$ cat config.mk
export PLATFORM = sky130hd
export DESIGN_NAME = frs_status_flags
export DESIGN_NICKNAME = d
export VERILOG_FILES = /design/src/rtl/frs_pkg.sv /design/src/rtl/frs_status_flags.sv
export VERILOG_INCLUDE_DIRS = /design/src /design/src/rtl
export SDC_FILE = /design/constraint.sdc
export NUM_CORES = 1
export LEC_CHECK = 0
export BUFFER_PORTS_ARGS = -buffer_cell sky130_fd_sc_hd__buf_4
export CAP_MARGIN = 20
export CELL_PAD_IN_SITES_DETAIL_PLACEMENT = 2
export CELL_PAD_IN_SITES_GLOBAL_PLACEMENT = 2
export CORE_ASPECT_RATIO = 1.4
export CORE_UTILIZATION = 21
export CTS_CLUSTER_SIZE = 16
export DETAILED_ROUTE_END_ITERATION = 16
export GPL_TIMING_DRIVEN = 0
export PLACE_DENSITY_LB_ADDON = 0.05
export SKIP_LAST_GASP = 1
export SLEW_MARGIN = 20
export SYNTH_ARGS = -nofsm -noshare
export SYNTH_HDL_FRONTEND = slang
export SYNTH_SLANG_ARGS = --single-unit
$ cat constraint.sdc
create_clock -name MCLK_I -period 1.85 [get_ports MCLK_I]
set_clock_uncertainty 0.05 [all_clocks]
set_input_delay 0.2775 -clock MCLK_I [delete_from_list [all_inputs] [get_ports MCLK_I]]
set_output_delay 0.2775 -clock MCLK_I [all_outputs]
set_load 0.01 [all_outputs]
$ cat src/rtl/frs_consts.svh
`ifndef FRS_CONSTS_SVH
`define FRS_CONSTS_SVH
// wishbone word offsets (byte addresses)
`define FRS_OFF_STATUS_ONE 8'h00
`define FRS_OFF_STATUS_TWO 8'h04
`define FRS_OFF_RESULT_ZERO 8'h08
`define FRS_OFF_CONTROL 8'h0c
// status one bit positions
`define FRS_S1_END_CYL 7
`define FRS_S1_CRC_ANY 5
`define FRS_S1_OVERRUN 4
`define FRS_S1_SECT_MISS 2
`define FRS_S1_WR_BLOCK 1
`define FRS_S1_ID_LOST 0
// status two bit positions
`define FRS_S2_DEL_SEEN 6
`define FRS_S2_CRC_PAY 5
`define FRS_S2_TRK_MISM 4
`define FRS_S2_SCAN_EQ 3
`define FRS_S2_SCAN_UNMET 2
`define FRS_S2_BAD_TRK 1
`define FRS_S2_PAY_LOST 0
// always-zero masks
`define FRS_S1_USED_MASK 8'hb7
`define FRS_S2_USED_MASK 8'h7f
// termination codes (bits 7:6 of result byte zero)
`define FRS_TERM_NORMAL 2'h0
`define FRS_TERM_ABNORMAL 2'h1
`define FRS_TERM_INVALID 2'h2
`define FRS_BAD_CYL_VALUE 8'hff
`define FRS_REG_RESET 8'h00
`endif

$ cat src/rtl/frs_pkg.sv
package frs_pkg;
	typedef enum logic [2:0] {
		FRS_CMD_READ = 3'h0,
		FRS_CMD_WRITE = 3'h1,
		FRS_CMD_WRITE_DEL = 3'h2,
		FRS_CMD_SCAN = 3'h3,
		FRS_CMD_READ_ID = 3'h4,
		FRS_CMD_READ_TRACK = 3'h5,
		FRS_CMD_FORMAT = 3'h6,
		FRS_CMD_OTHER = 3'h7
	} frs_cmd_type;
	// one-cycle event pulses from the execution engine
	typedef struct packed {
		logic past_last_sector;
		logic id_crc_bad;
		logic data_crc_bad;
		logic host_late;
		logic sector_not_found;
		logic no_good_id;
		logic start_sector_missing;
		logic write_protect;
		logic index_twice_no_id;
		logic no_data_mark;
		logic deleted_mark;
		logic scan_equal;
		logic scan_none;
		logic cyl_compare;
		logic [7:0] cyl_on_medium;
		logic [7:0] cyl_target;
	} frs_event_type;
	typedef enum logic [2:0] {
		FRS_IDLE = 3'b001,
		FRS_EXEC = 3'b010,
		FRS_RESULT = 3'b100
	} frs_state_type;
endpackage

$ cat src/rtl/frs_status_flags.sv
`timescale 1ns/100ps
`include "frs_consts.svh"
// Overview of operation
// - set status one bit 7 on access beyond cylinder's last sector
// - status one bits 6 and 3 always read zero
// - set status one bit 5 on id or data crc failure
// - set status one bit 4 when host misses a byte transfer deadline
// - read, write-deleted, scan: set status one bit 2 if target sector absent
// - read-track: set status one bit 2 if starting sector not located
// - write, write-deleted, format: set status one bit 1 on write protect
// - set status one bit 0 when index seen twice without id mark
// - missing data mark sets status one bit 0 and status two bit 0 together
// - status two bit 7 always reads zero
// - read or scan: set status two bit 6 on deleted-data mark
// - set status two bit 5 on data field crc failure
// - with sector-missing, set status two bit 4 on cylinder mismatch
// - scan: set status two bit 3 when equal condition met
// - scan: set status two bit 2 when no sector meets condition
// - set status two bit 1 on cylinder mismatch with recorded value ff
// - any command: set status two bit 0 if no data or deleted mark found
// - started but failed command reports abnormal code in result byte zero
module frs_status_flags
	import frs_pkg::*;
(
	// clock and reset
	input wire logic MCLK_I,
	input wire logic RSTN_I,
	// wishbone slave
	input wire logic WB_CYC_I,
	input wire logic WB_STB_I,
	input wire logic WB_WE_I,
	input wire logic [7:0] WB_ADR_I,
	input wire logic [3:0] WB_SEL_I,
	input wire logic [31:0] WB_DAT_I,
	output logic [31:0] WB_DAT_O,
	output logic WB_ACK_O,
	output logic WB_ERR_O,
	// execution engine
	input wire logic CMD_START_I,
	input wire logic CMD_END_I,
	input wire logic CMD_INVALID_I,
	input wire frs_cmd_type CMD_KIND_I,
	input wire frs_event_type EVT_I,
	// status to sequencer
	output logic [7:0] STATUS_ONE_O,
	output logic [7:0] STATUS_TWO_O,
	output logic RESULT_READY_O
);

	logic [7:0] status_one;
	logic [7:0] status_two;
	logic [1:0] term_code;
	logic fail_on_ended;
	logic hold_result;
	frs_state_type state;
	frs_state_type next_state;
	logic [7:0] next_one;
	logic [7:0] next_two;
	logic cmd_reads;
	logic cmd_scan;
	logic cmd_writes;
	logic cmd_search;
	logic cyl_mismatch;
	logic bus_req;
	logic [31:0] next_rdata;
	logic next_err;

	// same compare used for both mismatch flags
	function automatic logic cyl_differs(input logic [7:0] a, input logic [7:0] b);
		return a != b;
	endfunction

	// command classes, shared by several flag rules
	function automatic logic is_scan(input frs_cmd_type k);
		return k == FRS_CMD_SCAN;
	endfunction

	function automatic logic is_read_class(input frs_cmd_type k);
		// scans read the sector before comparing, so they count as reads
		return (k == FRS_CMD_READ) || is_scan(k);
	endfunction

	function automatic logic is_write_class(input frs_cmd_type k);
		// format writes the whole track and is blocked by protect like a write
		return (k == FRS_CMD_WRITE) || (k == FRS_CMD_WRITE_DEL) || (k == FRS_CMD_FORMAT);
	endfunction

	function automatic logic is_search_class(input frs_cmd_type k);
		// commands that hunt for one named sector
		return is_read_class(k) || (k == FRS_CMD_WRITE_DEL);
	endfunction

	assign cmd_scan = is_scan(CMD_KIND_I);
	assign cmd_reads = is_read_class(CMD_KIND_I);
	assign cmd_writes = is_write_class(CMD_KIND_I);
	assign cmd_search = is_search_class(CMD_KIND_I);
	assign cyl_mismatch = EVT_I.cyl_compare && cyl_differs(EVT_I.cyl_on_medium, EVT_I.cyl_target);

	// command phase tracking
	always_comb begin
		next_state = state;
		case (state)
			FRS_IDLE: begin
				if (CMD_START_I) begin
					next_state = FRS_EXEC;
				end
			end
			FRS_EXEC: begin
				if (CMD_END_I) begin
					next_state = FRS_RESULT;
				end
			end
			FRS_RESULT: begin
				if (CMD_START_I) begin
					next_state = FRS_EXEC;
				end
			end
			default: begin
				next_state = FRS_IDLE;
			end
		endcase
	end

	always_ff @(posedge MCLK_I or negedge RSTN_I) begin
		if (!RSTN_I) begin
			state <= FRS_IDLE;
		end else begin
			state <= next_state;
		end
	end

	// sticky flag accumulation; events only count while executing
	always_comb begin
		next_one = status_one;
		next_two = status_two;
		if (CMD_START_I) begin
			next_one = `FRS_REG_RESET;
			next_two = `FRS_REG_RESET;
		end else if (state == FRS_EXEC) begin
			if (EVT_I.past_last_sector) begin
				next_one[`FRS_S1_END_CYL] = 1'b1;
			end
			if (EVT_I.id_crc_bad || EVT_I.data_crc_bad) begin
				next_one[`FRS_S1_CRC_ANY] = 1'b1;
			end
			if (EVT_I.data_crc_bad) begin
				next_two[`FRS_S2_CRC_PAY] = 1'b1;
			end
			if (EVT_I.host_late) begin
				next_one[`FRS_S1_OVERRUN] = 1'b1;
			end
			if (EVT_I.sector_not_found && cmd_search) begin
				next_one[`FRS_S1_SECT_MISS] = 1'b1;
			end
			if (EVT_I.no_good_id && CMD_KIND_I == FRS_CMD_READ_ID) begin
				next_one[`FRS_S1_SECT_MISS] = 1'b1;
			end
			if (EVT_I.start_sector_missing && CMD_KIND_I == FRS_CMD_READ_TRACK) begin
				next_one[`FRS_S1_SECT_MISS] = 1'b1;
			end
			if (EVT_I.write_protect && cmd_writes) begin
				next_one[`FRS_S1_WR_BLOCK] = 1'b1;
			end
			if (EVT_I.index_twice_no_id) begin
				next_one[`FRS_S1_ID_LOST] = 1'b1;
			end
			if (EVT_I.no_data_mark) begin
				next_one[`FRS_S1_ID_LOST] = 1'b1;
				next_two[`FRS_S2_PAY_LOST] = 1'b1;
			end
			if (EVT_I.deleted_mark && cmd_reads) begin
				next_two[`FRS_S2_DEL_SEEN] = 1'b1;
			end
			// mismatch is reported alongside the sector-missing flag
			if (cyl_mismatch) begin
				next_two[`FRS_S2_TRK_MISM] = 1'b1;
				next_one[`FRS_S1_SECT_MISS] = 1'b1;
				if (EVT_I.cyl_on_medium == `FRS_BAD_CYL_VALUE) begin
					next_two[`FRS_S2_BAD_TRK] = 1'b1;
				end
			end
			if (EVT_I.scan_equal && cmd_scan) begin
				next_two[`FRS_S2_SCAN_EQ] = 1'b1;
			end
			if (EVT_I.scan_none && cmd_scan) begin
				next_two[`FRS_S2_SCAN_UNMET] = 1'b1;
			end
		end
		next_one = next_one & `FRS_S1_USED_MASK;
		next_two = next_two & `FRS_S2_USED_MASK;
	end

	always_ff @(posedge MCLK_I or negedge RSTN_I) begin
		if (!RSTN_I) begin
			status_one <= `FRS_REG_RESET;
			status_two <= `FRS_REG_RESET;
		end else begin
			status_one <= next_one;
			status_two <= next_two;
		end
	end

	// any error flag at the end marks the command as abnormally ended;
	// scan-equal is a result, not an error, so it is left out
	always_comb begin
		fail_on_ended = 1'b0;
		if (next_one != 8'h00) begin
			fail_on_ended = 1'b1;
		end
		if ((next_two & ~(8'h01 << `FRS_S2_SCAN_EQ)) != 8'h00) begin
			fail_on_ended = 1'b1;
		end
	end

	always_ff @(posedge MCLK_I or negedge RSTN_I) begin
		if (!RSTN_I) begin
			term_code <= `FRS_TERM_NORMAL;
		end else if (CMD_INVALID_I) begin
			term_code <= `FRS_TERM_INVALID;
		end else if (CMD_START_I) begin
			term_code <= `FRS_TERM_NORMAL;
		end else if (state == FRS_EXEC && CMD_END_I) begin
			term_code <= fail_on_ended ? `FRS_TERM_ABNORMAL : `FRS_TERM_NORMAL;
		end
	end

	// result is held for the host until the next command starts
	always_ff @(posedge MCLK_I or negedge RSTN_I) begin
		if (!RSTN_I) begin
			hold_result <= 1'b0;
		end else if (CMD_START_I) begin
			hold_result <= 1'b0;
		end else if (state == FRS_EXEC && CMD_END_I) begin
			hold_result <= 1'b1;
		end
	end

	assign STATUS_ONE_O = status_one;
	assign STATUS_TWO_O = status_two;
	assign RESULT_READY_O = hold_result;

	// wishbone: one registered answer per request, one cycle after the strobe, dropped the cycle after
	assign bus_req = WB_CYC_I && WB_STB_I && !WB_ACK_O && !WB_ERR_O;

	always_comb begin
		next_rdata = 32'h0000_0000;
		next_err = 1'b0;
		if (WB_ADR_I == `FRS_OFF_STATUS_ONE) begin
			next_rdata = {24'h00_0000, status_one};
			next_err = WB_WE_I;
		end else if (WB_ADR_I == `FRS_OFF_STATUS_TWO) begin
			next_rdata = {24'h00_0000, status_two};
			next_err = WB_WE_I;
		end else if (WB_ADR_I == `FRS_OFF_RESULT_ZERO) begin
			next_rdata = {24'h00_0000, term_code, 6'h00};
			next_err = WB_WE_I;
		end else if (WB_ADR_I == `FRS_OFF_CONTROL) begin
			next_rdata = {29'h0000_0000, state == FRS_EXEC, hold_result, state == FRS_IDLE};
			next_err = WB_WE_I;
		end else begin
			next_err = 1'b1;
		end
	end

	// acknowledge: one pulse per accepted read
	always_ff @(posedge MCLK_I or negedge RSTN_I) begin
		if (!RSTN_I) begin
			WB_ACK_O <= 1'b0;
		end else begin
			WB_ACK_O <= bus_req && !next_err;
		end
	end

	// error: writes and unmapped offsets, one pulse per request
	always_ff @(posedge MCLK_I or negedge RSTN_I) begin
		if (!RSTN_I) begin
			WB_ERR_O <= 1'b0;
		end else begin
			WB_ERR_O <= bus_req && next_err;
		end
	end

	// read data holds after the answer so a slow master can still pick it up
	always_ff @(posedge MCLK_I or negedge RSTN_I) begin
		if (!RSTN_I) begin
			WB_DAT_O <= 32'h0000_0000;
		end else if (bus_req && !next_err) begin
			WB_DAT_O <= next_rdata;
		end
	end

endmodule

; Word level (Yosys, flattened, before mapping)
; Cells that the tools add are included.
[word_totals]
ff_bits = 53
elab_cells = 103
out_inout_bits = 51
[op_classes]
mux = 45
n_reduce_logical = 33
n_eq_ne = 16
[ops]
columns = op, n
row1 = 1-bit two-way mux, 29
row2 = 8-bit two-way mux, 3
row3 = 8-bit by 4-bit == test with 1-bit output (second input constant), 2
row4 = 8-bit nonzero test, 2
row5 = 3-bit two-way mux, 5
row6 = 1-bit logical AND, 14
row7 = 7-bit two-way mux, 2
row8 = 3-bit == test (second input constant), 4
row9 = 2-bit two-way mux, 5
row10 = 3-bit by 2-bit == test with 1-bit output (second input constant), 3
row11 = 8-bit by 3-bit == test with 1-bit output (second input constant), 1
row12 = 8-bit == test (second input constant), 1
row13 = 8-bit zero test, 1
row14 = 8-bit != test, 1
row15 = 3-bit by 1-bit == test with 1-bit output (second input constant), 2
row16 = 3-bit case mux with 2 select lines, 1
row17 = 2-bit nonzero test, 3
row18 = 1-bit logical OR, 5
row19 = 2-bit AND reduction, 2
row20 = 1-bit zero test, 3
row21 = 3-bit zero test, 1
row22 = 3-bit nonzero test, 1
row23 = 2-bit by 1-bit != test with 1-bit output (second input constant), 1
row24 = 2-bit != test (second input constant), 1
row25 = 2-bit OR reduction, 1

; Depth between registers and ports, before layout
; Gate-level depths: netlist of the first run.
[depth]
ltp_word = 17
mapped_depth = 6
ltp_nobuf = 5

; Least setup slack after synthesis of the first run
; OpenSTA, ideal clock, no wires.
[synth_path]
kind = in2reg
start = in WB_ADR_I[1]
end = reg WB_DAT_O[1]
setup_time_ns = 0.125
t_arrival_ns = 1.399
required_time_ns = 1.675
setup_slack_ns = 0.277
path_stages = 5
path_cell_list = nor4_2 -> nand2_2 -> nor3_2 -> buf_4 -> mux2_2
[synth_between]
elab_chain_cells = 7
elab_cells_between_ends = 14
cone_classes = eq/ne: 3 / mux: 8 / reduce/logical: 3
[synth_lines]
columns = element, line_no
row1 = start: declaration, frs_status_flags.sv:32  ; input wire logic [7:0] WB_ADR_I,
row2 = 8-bit by 4-bit == test with 1-bit output (no line), n/a
row3 = 1-bit two-way mux, frs_status_flags.sv:257  ; end else if (WB_ADR_I == `FRS_OFF_CONTROL) begin
row4 = 1-bit two-way mux, frs_status_flags.sv:254  ; end else if (WB_ADR_I == `FRS_OFF_RESULT_ZERO) begin
row5 = 1-bit two-way mux, frs_status_flags.sv:251  ; end else if (WB_ADR_I == `FRS_OFF_STATUS_TWO) begin
row6 = 1-bit two-way mux, frs_status_flags.sv:248  ; if (WB_ADR_I == `FRS_OFF_STATUS_ONE) begin
row7 = 1-bit zero test, frs_status_flags.sv:287  ; end else if (bus_req && !next_err) begin
row8 = 1-bit logical AND, frs_status_flags.sv:287
row9 = end signal: assignment, frs_status_flags.sv:288  ; WB_DAT_O <= next_rdata;
row10 = end: declaration, frs_status_flags.sv:35  ; output logic [31:0] WB_DAT_O,
; Parallel ways exist; a longest one is shown, timed or not.
; A chain may end at the register's enable or synchronous reset.

; Worst setup path after layout of the first run
[layout_path]
start = reg state[0]
end = reg term_code[0]
[layout_between]
elab_chain_cells = 10
elab_cells_between_ends = 19
cone_classes = eq/ne: 1 / mux: 14 / reduce/logical: 4
[layout_lines]
columns = element, line_no
row1 = start: declaration, frs_status_flags.sv:55  ; frs_state_type state;
row2 = start signal: assignment, frs_status_flags.sv:128  ; state <= next_state;
row3 = 3-bit by 2-bit == test with 1-bit output (*), "frs_status_flags.sv:139, frs_status_flags.sv:222"
row4 = 3-bit two-way mux (tied with other cells), frs_status_flags.sv:139  ; end else if (state == FRS_EXEC) begin
row5 = 3-bit two-way mux (tied with other cells), frs_status_flags.sv:136  ; if (CMD_START_I) begin
row6 = 8-bit nonzero test, frs_status_flags.sv:207  ; if (next_one != 8'h00) begin
row7 = 1-bit two-way mux, frs_status_flags.sv:207
row8 = 1-bit two-way mux, frs_status_flags.sv:210  ; if ((next_two & ~(8'h01 << `FRS_S2_SCAN_EQ)) != 8'h00) begin
row9 = 1-bit two-way mux (no line), n/a
row10 = 2-bit two-way mux, frs_status_flags.sv:222  ; end else if (state == FRS_EXEC && CMD_END_I) begin
row11 = 2-bit two-way mux, frs_status_flags.sv:220  ; end else if (CMD_START_I) begin
row12 = 2-bit two-way mux, frs_status_flags.sv:218  ; end else if (CMD_INVALID_I) begin
row13 = end signal: assignment, frs_status_flags.sv:219  ; term_code <= `FRS_TERM_INVALID;
row14 = end signal: assignment, frs_status_flags.sv:221  ; term_code <= `FRS_TERM_NORMAL;
row15 = end signal: assignment, frs_status_flags.sv:223  ; term_code <= fail_on_ended ? `FRS_TERM_ABNORMAL : `FRS_TERM_NORMAL;
row16 = end: declaration, frs_status_flags.sv:52  ; logic [1:0] term_code;
; Every way passes the cells marked *; elsewhere a longest branch is shown, timed or not. The select of a mux whose other input is x is not followed.

==> results of run 1 <==
worst max-delay path: cells and delay by family, from the launching register on:
kind | cells | cell delay, ps
flip-flops | 1 | 630
AO/OA/AOI/OAI | 3 | 410
AND/OR/NAND/NOR | 2 | 340
buffers and inverters | 1 | 170
how the worst min path moves through the flow:
stage	start	endpoint	cells after the start
after CTS	CMD_INVALID_I	term_code[1]$_DFFE_PN0P_	2
after floorplan	RSTN_I	RESULT_READY_O$_DFFE_PN0P_	0
after global placement	RSTN_I	WB_DAT_O[3]$_DFFE_PN0P_	1
final	CMD_INVALID_I	term_code[1]$_DFFE_PN0P_	2
after global routing	CMD_INVALID_I	term_code[1]$_DFFE_PN0P_	2
after detailed placement	RSTN_I	WB_ACK_O$_DFF_PN0_	1
registers in the layout (all words and copies together), names as in the netlist:
register,cells
RESULT_READY_O,1
term_code,2
STATUS_TWO_O,7
STATUS_ONE_O,6
WB_ACK_O,1
state,3
WB_ERR_O,1
WB_DAT_O,8
stage by stage:
step / area (um^2) / setup TNS, ps / hold slack (ps)
2_1_floorplan: 1881 / 0 / -68.09
3_3_place_gp: 2541 / -139.3 / 188.1
3_5_place_dp: 2541 / -164.8 / 184.8
4_1_cts: 2724 / 0 / 162.8
5_1_grt: 2738 / 0 / 160.8
6_report: 2738 / 0 / 166.6
metal layers:
| metal | vias to the layer above | part of all wire [%] | track usage [%] |
|---|---|---|---|
| met5 | - | 0 | 0 |
| met3 | 5 | 4.8 | 3.045 |
| met2 | 48 | 55 | 24.50 |
| met1 | 822 | 39 | 15.16 |
| li1 | 820 | - | - |
| met4 | 0 | 0.93 | 3.571 |
area by class of cell:
type	count	area [um^2]	area share [%]
Multi-Input combinational cell	147	899.6	32.86
Clock buffer	7	142.6	5.210
Timing Repair Buffer	73	550.5	20.11
Tap cell	102	127.6	4.662
Clock inverter	1	30.03	1.097
Inverter	6	22.52	0.8227
Buffer	34	237.7	8.684
Sequential cell	29	726.9	26.55
power by group:
| group | internal [mW] | switching, mW |
|---|---|---|
| logic | 0.290 | 0.275 |
| clock network | 0.671 | 0.274 |
| registers | 0.707 | 0.0971 |
| total | 1.67 | 0.646 |
logic make-up after synthesis:
| logic type | share of synthesized area, % |
|---|---|
| muxes | 7.719 |
| AOI/OAI and AO/OA | 12.07 |
| buffers and inverters | 14.60 |
| and+or+nand+nor | 20.70 |
| xor gates and xnor gates | 3.930 |
| other | 0.2103 |
| DFF | 40.77 |
cells in the mapped netlist (all sizes together) (2+ instances only):
cell / count / area share (%)
and4: 2 / 0.98
mux2: 6 / 3.8
nor2: 27 / 5.7
nor3: 6 / 2.2
buf: 33 / 13
xor2: 8 / 3.9
nand3: 2 / 0.56
nand2: 6 / 1.4
a21oi: 17 / 5.0
o21ai: 7 / 2.0
nand3b: 3 / 1.3
nand4: 4 / 1.4
mux2i: 7 / 3.9
inv: 6 / 1.3
dfrtp: 28 / 39
nor4: 3 / 1.4
nand2b: 3 / 1.1
a31oi: 3 / 1.1
timing repair:
action,4_1_cts,5_1_grt
hold buffers,1,0
hold endpoints to repair,28,0
resized for setup,0,1
setup buffers,0,1
endpoints found under the setup margin,0,1
==> flow_summary.json, run 1 <==
{
  "numCtsBuffers": 5,
  "path_class": "reg2reg",
  "yosysWarnings": 0,
  "peakVddDrop_uv": 354.7,
  "pwr_density_cell_mw_per_mm2": 845.5,
  "setup_viol": 0,
  "dpl.cell_count": 389,
  "wl_um": 5716,
  "clock-root-buffer": "clkbuf_16",
  "ant_nets": 0,
  "via_per_inst": 4.248,
  "crit_path_end_kind": "register",
  "core_mm2": 0.008198,
  "status": "completed",
  "async_reset_ff_share_pct": 100.0,
  "wl_per_cell_um": 14.33,
  "htreeDepth": 2,
  "power.leakage_nw": 1.396,
  "final_cell_mix": "buf_4, dfrtp_1, nor2_1, conb_1, a21oi_1",
  "pre_cts_ws_ps": -34.47,
  "fp.dieW_um": 79.88,
  "final_common_cell": "buf_4",
  "drive_gt1_share_pct": 43.10,
  "critPathRequiredTime_ps": 1950,
  "total_power_mw": 2.315,
  "stdcell_count": 399,
  "initialDrtViolationCount": 44,
  "r2r_end": "term_code[0]$_DFFE_PN0P_",
  "slowest_stage": "dfstp_2",
  "worst-path-max-fanout": 7,
  "seq_area_frac_synth_pct": 40.77,
  "clock-sinks": 29,
  "fillerInstances": 976,
  "synth_edf_count": 0,
  "grt_first_pass_wirelength_um": 9114,
  "setup_ws_ps": 131.3,
  "netlist_area_mm2": 0.001783,
  "syn_inst": 190,
  "crit_path_max_incr_delay_ps": 630,
  "die-area_mm2": 0.008868,
  "gp_congestion": 0.7391,
  "rows": 39,
  "layout.nets": 381,
  "reg2reg_slack_ps": 130,
  "insertion_delay_ps": 270,
  "post-route-util_pct": 33.39,
  "cts_tree": "done",
  "io_buffers": 71,
  "synthDistinctLibCells": 43,
  "antenna_found_initial": 0,
  "grt_max_degree": 30,
  "grt_use_total_pct": 13.39,
  "detailed_place_hpwl_um": 4573,
  "n_antenna_cell": 0,
  "ys_ff_latch": 29,
  "vias": 1695,
  "hold_path.class": "in2reg",
  "ioPinCount": 136,
  "grt_overflow": 0,
  "layout_min_cycle_time_ps": 1719,
  "drv_slew": 0,
  "die_y_um": 111.0,
  "crit_end": "term_code[0]$_DFFE_PN0P_",
  "fmax_ghz": 0.5818,
  "grt_pass1_vias": 1813,
  "hold_viol": 0,
  "ff2ff_path_depth": 6,
  "cp_data_arrival_time_ps": 1820,
  "clk_pin_slew_ps": 50,
  "rsz0062_at_grt": "false",
  "synth.avg_cell_area_um2": 9.384,
  "start_kind": "register",
  "first_pass_iters": 4,
  "cap_violations": 0,
  "synthFlopType": "dfrtp_1",
  "path_cells": "nor3b_4 > buf_4 > a21oi_2 > a41oi_1 > and4bb_1 > a31oi_1",
  "area_growth_pct": 53.54,
  "initial_utilization_pct": 21.75,
  "drc_errors": 0,
  "cp-startpoint": "state[0]$_DFFE_PN1P_",
  "timing.final.crit_share_pct": 92.90,
  "cts.path.max_buffers": 2,
  "r2r_start": "state[0]$_DFFE_PN1P_"
}
(Power assumes the default switching activity.)
==> run 2: changes to the inputs <==
--- a/config.mk
+++ b/config.mk
@@ -11,7 +11,7 @@
 export CELL_PAD_IN_SITES_DETAIL_PLACEMENT = 2
 export CELL_PAD_IN_SITES_GLOBAL_PLACEMENT = 2
 export CORE_ASPECT_RATIO = 1.4
-export CORE_UTILIZATION = 21
+export CORE_UTILIZATION = 19
 export CTS_CLUSTER_SIZE = 16
 export DETAILED_ROUTE_END_ITERATION = 16
 export GPL_TIMING_DRIVEN = 0
==> constraint.sdc (replaced) <==
create_clock -name MCLK_I -period 1.5 [get_ports MCLK_I]
set_clock_uncertainty 0.05 [all_clocks]
set_input_delay 0.225 -clock MCLK_I [delete_from_list [all_inputs] [get_ports MCLK_I]]
set_output_delay 0.225 -clock MCLK_I [all_outputs]
set_load 0.01 [all_outputs]
==> run 2 against run 1 <==
The run now ends with design-rule violations, negative setup slack left. Sequential cell count unchanged. Register-to-register slack lost 210 ps. Worst hold slack got worse by 70 ps. Global-route usage fell by 0.19 points. Cell count grew 3.8%. Total power up 35%. First-iteration DRC count grew 30%. Utilization shrank 1.3 points. Wire length is 8.4% higher. Clock-buffer cell count is 2 lower. Non-clock buffer count rose by 10.
==> flow_summary.json, run 2 (synthesis gave the netlist of run 1 again) <==
{
  "timing.final.crit_share_pct": 105.5,
  "htreeDepth": 2,
  "antenna_found_initial": 0,
  "initialDrtViolationCount": 57,
  "slowest_stage": "dfstp_2",
  "layout_min_cycle_time_ps": 1582,
  "path_cells": "buf_4 > nor4bb_4 > nor2_2 > a41oi_2 > and4bb_1 > a31oi_1",
  "cp_data_arrival_time_ps": 1730,
  "clk_pin_slew_ps": 50,
  "io_buffers": 71,
  "gp_congestion": 0.7018,
  "drc_errors": 12,
  "drive_gt1_share_pct": 47.23,
  "grt_first_pass_wirelength_um": 9777,
  "grt_max_degree": 30,
  "layout.nets": 391,
  "path_depth": 6,
  "cts_tree": "done",
  "via_per_inst": 4.263,
  "ioPinCount": 136,
  "hold_viol": 0,
  "wl_per_cell_um": 14.97,
  "fillerInstances": 1052,
  "setup_viol": 6,
  "status": "finished with violations",
  "power.leakage_nw": 1.464,
  "clock-root-buffer": "clkbuf_16",
  "drv_slew": 0,
  "die_y_um": 116.6,
  "stdcell_count": 414,
  "core_mm2": 0.009080,
  "peakVddDrop_uv": 482.6,
  "crit_end": "term_code[0]$_DFFE_PN0P_",
  "final_cell_mix": "buf_4, conb_1, dfrtp_1",
  "rsz0062_at_grt": "true",
  "final_common_cell": "buf_4",
  "n_antenna_cell": 0,
  "initial_utilization_pct": 19.64,
  "die-area_mm2": 0.009781,
  "crit_path_end_kind": "register",
  "finalSetupTns_ps": -103.4,
  "grt_pass1_vias": 1926,
  "worst-path-max-fanout": 3,
  "ff2ff_path_depth": 6,
  "grt_overflow": 0,
  "violations": "design-rule violations, negative setup slack",
  "whs_path_depth": 2,
  "first_pass_iters": 10,
  "path_class": "reg2reg",
  "rows": 41,
  "crit_family": "simple AND/OR/NAND/NOR gates",
  "cts.path.max_buffers": 2,
  "vias": 1765,
  "critPathRequiredTime_ps": 1650,
  "fp.dieW_um": 83.87,
  "cp-startpoint": "state[0]$_DFFE_PN1P_",
  "r2r_end": "term_code[0]$_DFFE_PN0P_",
  "clock-sinks": 29,
  "setup_ws_ps": -82.38,
  "reg2reg_slack_ps": -80,
  "hold_path.class": "in2reg",
  "area_growth_pct": 63.51,
  "detailed_place_hpwl_um": 4772,
  "ant_nets": 0,
  "pwr_density_cell_mw_per_mm2": 1069,
  "r2r_start": "state[0]$_DFFE_PN1P_",
  "dpl.cell_count": 394,
  "grt_use_total_pct": 13.20,
  "start_kind": "register",
  "pre_cts_ws_ps": -275.7,
  "numCtsBuffers": 5,
  "fmax_ghz": 0.6320,
  "largest_reg_flops": 8,
  "top_register": "WB_DAT_O",
  "wl_um": 6199,
  "cap_violations": 0,
  "crit_path_max_incr_delay_ps": 390,
  "cp.buffers_inverters": 1,
  "total_power_mw": 3.116,
  "insertion_delay_ps": 280
}
==> run 2: changes by cell type in the layout (fill, tap and decap cells not counted), sizes merged <==
cell | previous run | this run
clkinv | 0 | 1
bufinv | 1 | 2
buf | 105 | 115
clkbuf | 8 | 6
==> run 2: where the power goes <==
| part | switching, mW | internal [mW] |
|---|---|---|
| Sequential | 0.103 | 0.875 |
| Combinational | 0.400 | 0.442 |
| Clock | 0.349 | 0.946 |
==> run 2: stage by stage <==
| stage | instance area (um^2) | util, % | hold WS [ps] |
|---|---|---|---|
| after floorplan | 1889 | - | -120.6 |
| after global placement | 2556 | 28.15 | 138.2 |
| after detailed placement | 2556 | 28.15 | 138.6 |
| after CTS | 2889 | 31.82 | 94.48 |
| after global routing | 2915 | 32.11 | 103.7 |
| final | 2915 | 32.11 | 96.97 |
==> run 2: timing repair <==
action,CTS,global route
hold buffers,1,0
pin swaps,7,8
endpoints found under the hold margin,28,0
endpoints found under the setup margin,18,13
buffers inserted,11,3
gates resized for setup,11,9
==> run 2: how the worst min path moves through the flow <==
stage / startpoint / endpoint
global placement: RSTN_I / WB_ACK_O$_DFF_PN0_
floorplan: RSTN_I / RESULT_READY_O$_DFFE_PN0P_
CTS: CMD_INVALID_I / term_code[1]$_DFFE_PN0P_
finish: CMD_INVALID_I / term_code[1]$_DFFE_PN0P_
detailed placement: RSTN_I / WB_ACK_O$_DFF_PN0_
global route: CMD_INVALID_I / term_code[1]$_DFFE_PN0P_
==> run 2: worst register-to-register path, delay by kind of cell, from the launching register on <==
family	cells	cell delay (ps)
flops	1	390
buf+inv	1	150
simple gates	3	630
compound gates	2	280
==> run 2: area by class of cell <==
| cell class | count | area, um^2 | area share (%) |
|---|---|---|---|
| Inverter | 6 | 22.52 | 0.7725 |
| Timing Repair Buffer | 84 | 636.9 | 21.85 |
| Tap cell | 107 | 133.9 | 4.592 |
| Buffer | 33 | 239.0 | 8.197 |
| Multi-Input combinational cell | 147 | 963.4 | 33.05 |
| Sequential cell | 29 | 729.5 | 25.02 |
| Clock inverter | 3 | 65.06 | 2.232 |
| Clock buffer | 5 | 125.1 | 4.292 |
==> run 2: routing by layer <==
layer | global-route usage (%) | up-vias | wire length [um]
met2 | 25.30 | 55 | 3403
met5 | 0 | - | 0
met4 | 5.632 | 0 | 121
li1 | - | 844 | -
met1 | 13.75 | 859 | 2369
met3 | 3.180 | 7 | 304
==> run 3: changes to the inputs <==
--- a/config.mk
+++ b/config.mk
@@ -7,7 +7,7 @@
 export NUM_CORES = 1
 export LEC_CHECK = 0
 export BUFFER_PORTS_ARGS = -buffer_cell sky130_fd_sc_hd__buf_4
-export CAP_MARGIN = 20
+export CAP_MARGIN = 10
 export CELL_PAD_IN_SITES_DETAIL_PLACEMENT = 2
 export CELL_PAD_IN_SITES_GLOBAL_PLACEMENT = 2
 export CORE_ASPECT_RATIO = 1.4
==> constraint.sdc (replaced) <==
create_clock -name MCLK_I -period 1.5 [get_ports MCLK_I]
set_clock_uncertainty 0.05 [all_clocks]
set_input_delay 0.3 -clock MCLK_I [delete_from_list [all_inputs] [get_ports MCLK_I]]
set_output_delay 0.3 -clock MCLK_I [all_outputs]
set_load 0.01 [all_outputs]
==> run 3 against run 2 <==
The run still ends with design-rule violations, negative setup slack left. Die area is the same. Register-to-register slack gained 20 ps. Non-clock buffer count grew 6. Utilization grew 0.12 points. Worst setup slack gained 24 ps. Clock-buffer cell count grew 2. Cell count grew 1.2%. Sequential cell count is the same. First-iteration DRC count shrank 23%. Combinational power grew 6.8%. Largest cell class unchanged. Highest routed layer unchanged.
==> flow_summary.json, run 3 (synthesis gave the netlist of run 1 again) <==
{
  "status": "finished with violations",
  "violations": "design-rule violations, negative setup slack",
  "power_frac_comb_pct": 31.5,
  "die_y_um": 116.6,
  "worst_pin_slew_ps": 533.9,
  "cts_tree": "done",
  "internal_power_mw": 2.013,
  "dpl.cell_count": 394,
  "p_sw_share_pct": 29.43,
  "path_class": "reg2reg",
  "power.leakage_nw": 1.479,
  "cap_violations": 0,
  "via_per_inst": 4.229,
  "insertion_delay_ps": 270,
  "final_common_cell": "buf_4",
  "drv_slew": 0,
  "area_growth_pct": 64.14,
  "relSlewSlack_pct": 64.41,
  "power_frac_clock_pct": 34.1,
  "cp_data_arrival_time_ps": 1650,
  "vias": 1772,
  "grt_pass1_vias": 1819,
  "top_register": "WB_DAT_O",
  "crit_path_end_kind": "register",
  "fmax_ghz": 0.6417,
  "grt_overflow": 0,
  "multiInputGateArea_um2": 963.4,
  "setup_viol": 3,
  "stdcell_count": 419,
  "place_area_mm2": 0.002556,
  "peakVddDrop_uv": 353.6,
  "numCtsBuffers": 5,
  "clock-root-buffer": "clkbuf_16",
  "hp-start": "CMD_INVALID_I",
  "wl_per_cell_um": 14.71,
  "layout.nets": 397,
  "clock-sinks": 29,
  "start_kind": "register",
  "hold_path.class": "in2reg",
  "htreeDepth": 2,
  "ioPinCount": 136,
  "fp.dieW_um": 83.87,
  "wl_um": 6165,
  "die-area_mm2": 0.009781,
  "ff_latch_area_um2": 728.2,
  "stdcell_area_mm2": 0.002927,
  "core_mm2": 0.009080,
  "rsz0062_at_grt": "true",
  "cts.path.max_buffers": 2,
  "largest_reg_flops": 8,
  "timing.final.crit_share_pct": 103.9,
  "critPathRequiredTime_ps": 1600,
  "initial_utilization_pct": 19.64,
  "final_cell_mix": "buf_4, dfrtp_1, conb_1",
  "first_pass_iters": 9,
  "pre_cts_ws_ps": -357.0,
  "gp_congestion": 0.7202,
  "drc_errors": 11,
  "grt_first_pass_wirelength_um": 9446,
  "cp-startpoint": "state[1]$_DFFE_PN0P_",
  "clk_pin_slew_ps": 50,
  "io_buffers": 71,
  "r2r_start": "state[1]$_DFFE_PN0P_",
  "detailed_place_hpwl_um": 4763,
  "fillerInstances": 1055,
  "setup_ws_ps": -58.48,
  "worst-path-max-fanout": 8,
  "pwr_density_cell_mw_per_mm2": 974.4,
  "layout_min_cycle_time_ps": 1558,
  "grt_use_total_pct": 12.62,
  "n_antenna_cell": 0,
  "rows": 41,
  "drive_gt1_share_pct": 47.44,
  "hold_viol": 0,
  "initialDrtViolationCount": 44,
  "antenna_found_initial": 0,
  "grt_max_degree": 30,
  "switching_power_mw": 0.8391,
  "ant_nets": 0,
  "post-route-util_pct": 32.23,
  "seqPwrFrac_pct": 34.4
}
## run 3: cell count changes in the layout (fill, tap and decap cells not counted), sizes merged
cell,previous run,this run
bufinv,2,0
buf,115,121
clkinv,1,0
clkbuf,6,8
## run 3: worst max-delay path, stage by stage (launching register included)
cell and delay (ps):
dfrtp_2 450, nor3b_4 180, buf_6 130, a21oi_4 170, a41oi_2 110, and4bb_1 270, a31oi_1 70
## run 3: per-stage QoR
stage	power (mW)	hold WS, ps	TNS, ps
after global routing	3.014	189.1	-1040
after global placement	1.689	214.6	-4055
after floorplan	1.363	-45.59	-277.5
after CTS	2.841	189.0	-95.34
final	2.852	192.1	-72.13
after detailed placement	1.695	218.1	-4485
## run 3: final timing paths
| path | to | slack, ps | depth (start not counted) |
|---|---|---|---|
| setup / recovery | term_code[0]$_DFFE_PN0P_ | -60 | 6 |
| hold / removal | term_code[1]$_DFFE_PN0P_ | 190 | 2 |
| setup reg to reg | term_code[0]$_DFFE_PN0P_ | -60 | 6 |
| hold reg to reg | WB_DAT_O[1]$_DFFE_PN0P_ | 460 | 1 |
| max in group asynchronous | state[0]$_DFFE_PN1P_ | 620 | 2 |
| min in group asynchronous | STATUS_TWO_O[1]$_DFF_PN0_ | 460 | 2 |
## run 3: timing repair
item | in CTS | in global routing
endpoints found under the hold margin | 28 | 0
buffers inserted | 10 | 7
pin swaps | 11 | 0
hold buffers | 1 | 0
setup endpoints to repair | 19 | 15
gates resized for setup | 18 | 5
cloned | 0 | 0
## run 3: per-layer routing
layer | vias to the layer above | GRT usage, % | wire, um
li1 | 853 | - | -
met1 | 866 | 12.92 | 2319
met2 | 49 | 25.46 | 3546
met3 | 4 | 2.686 | 251
met4 | 0 | 3.793 | 48
met5 | - | 0 | 0
## run 3: power by group through the flow
stage | sequential (mW) | clock (mW) | combinational (mW)
after global routing | 0.993 | 1.04 | 0.981
final | 0.981 | 0.972 | 0.899
after detailed placement | 1.00 | 0 | 0.694
after floorplan | 0.985 | 0 | 0.378
after CTS | 0.985 | 1.01 | 0.845
after global placement | 1.00 | 0 | 0.686
## run 3: cell type report
type,instances,share of cell area [%]
clock buffers,7,4.874
plain buffers,34,8.679
inverters,6,0.7696
repair buffers,89,23.30
well taps,107,4.575
multi-input cells,147,32.92
flip-flops and latches,29,24.88
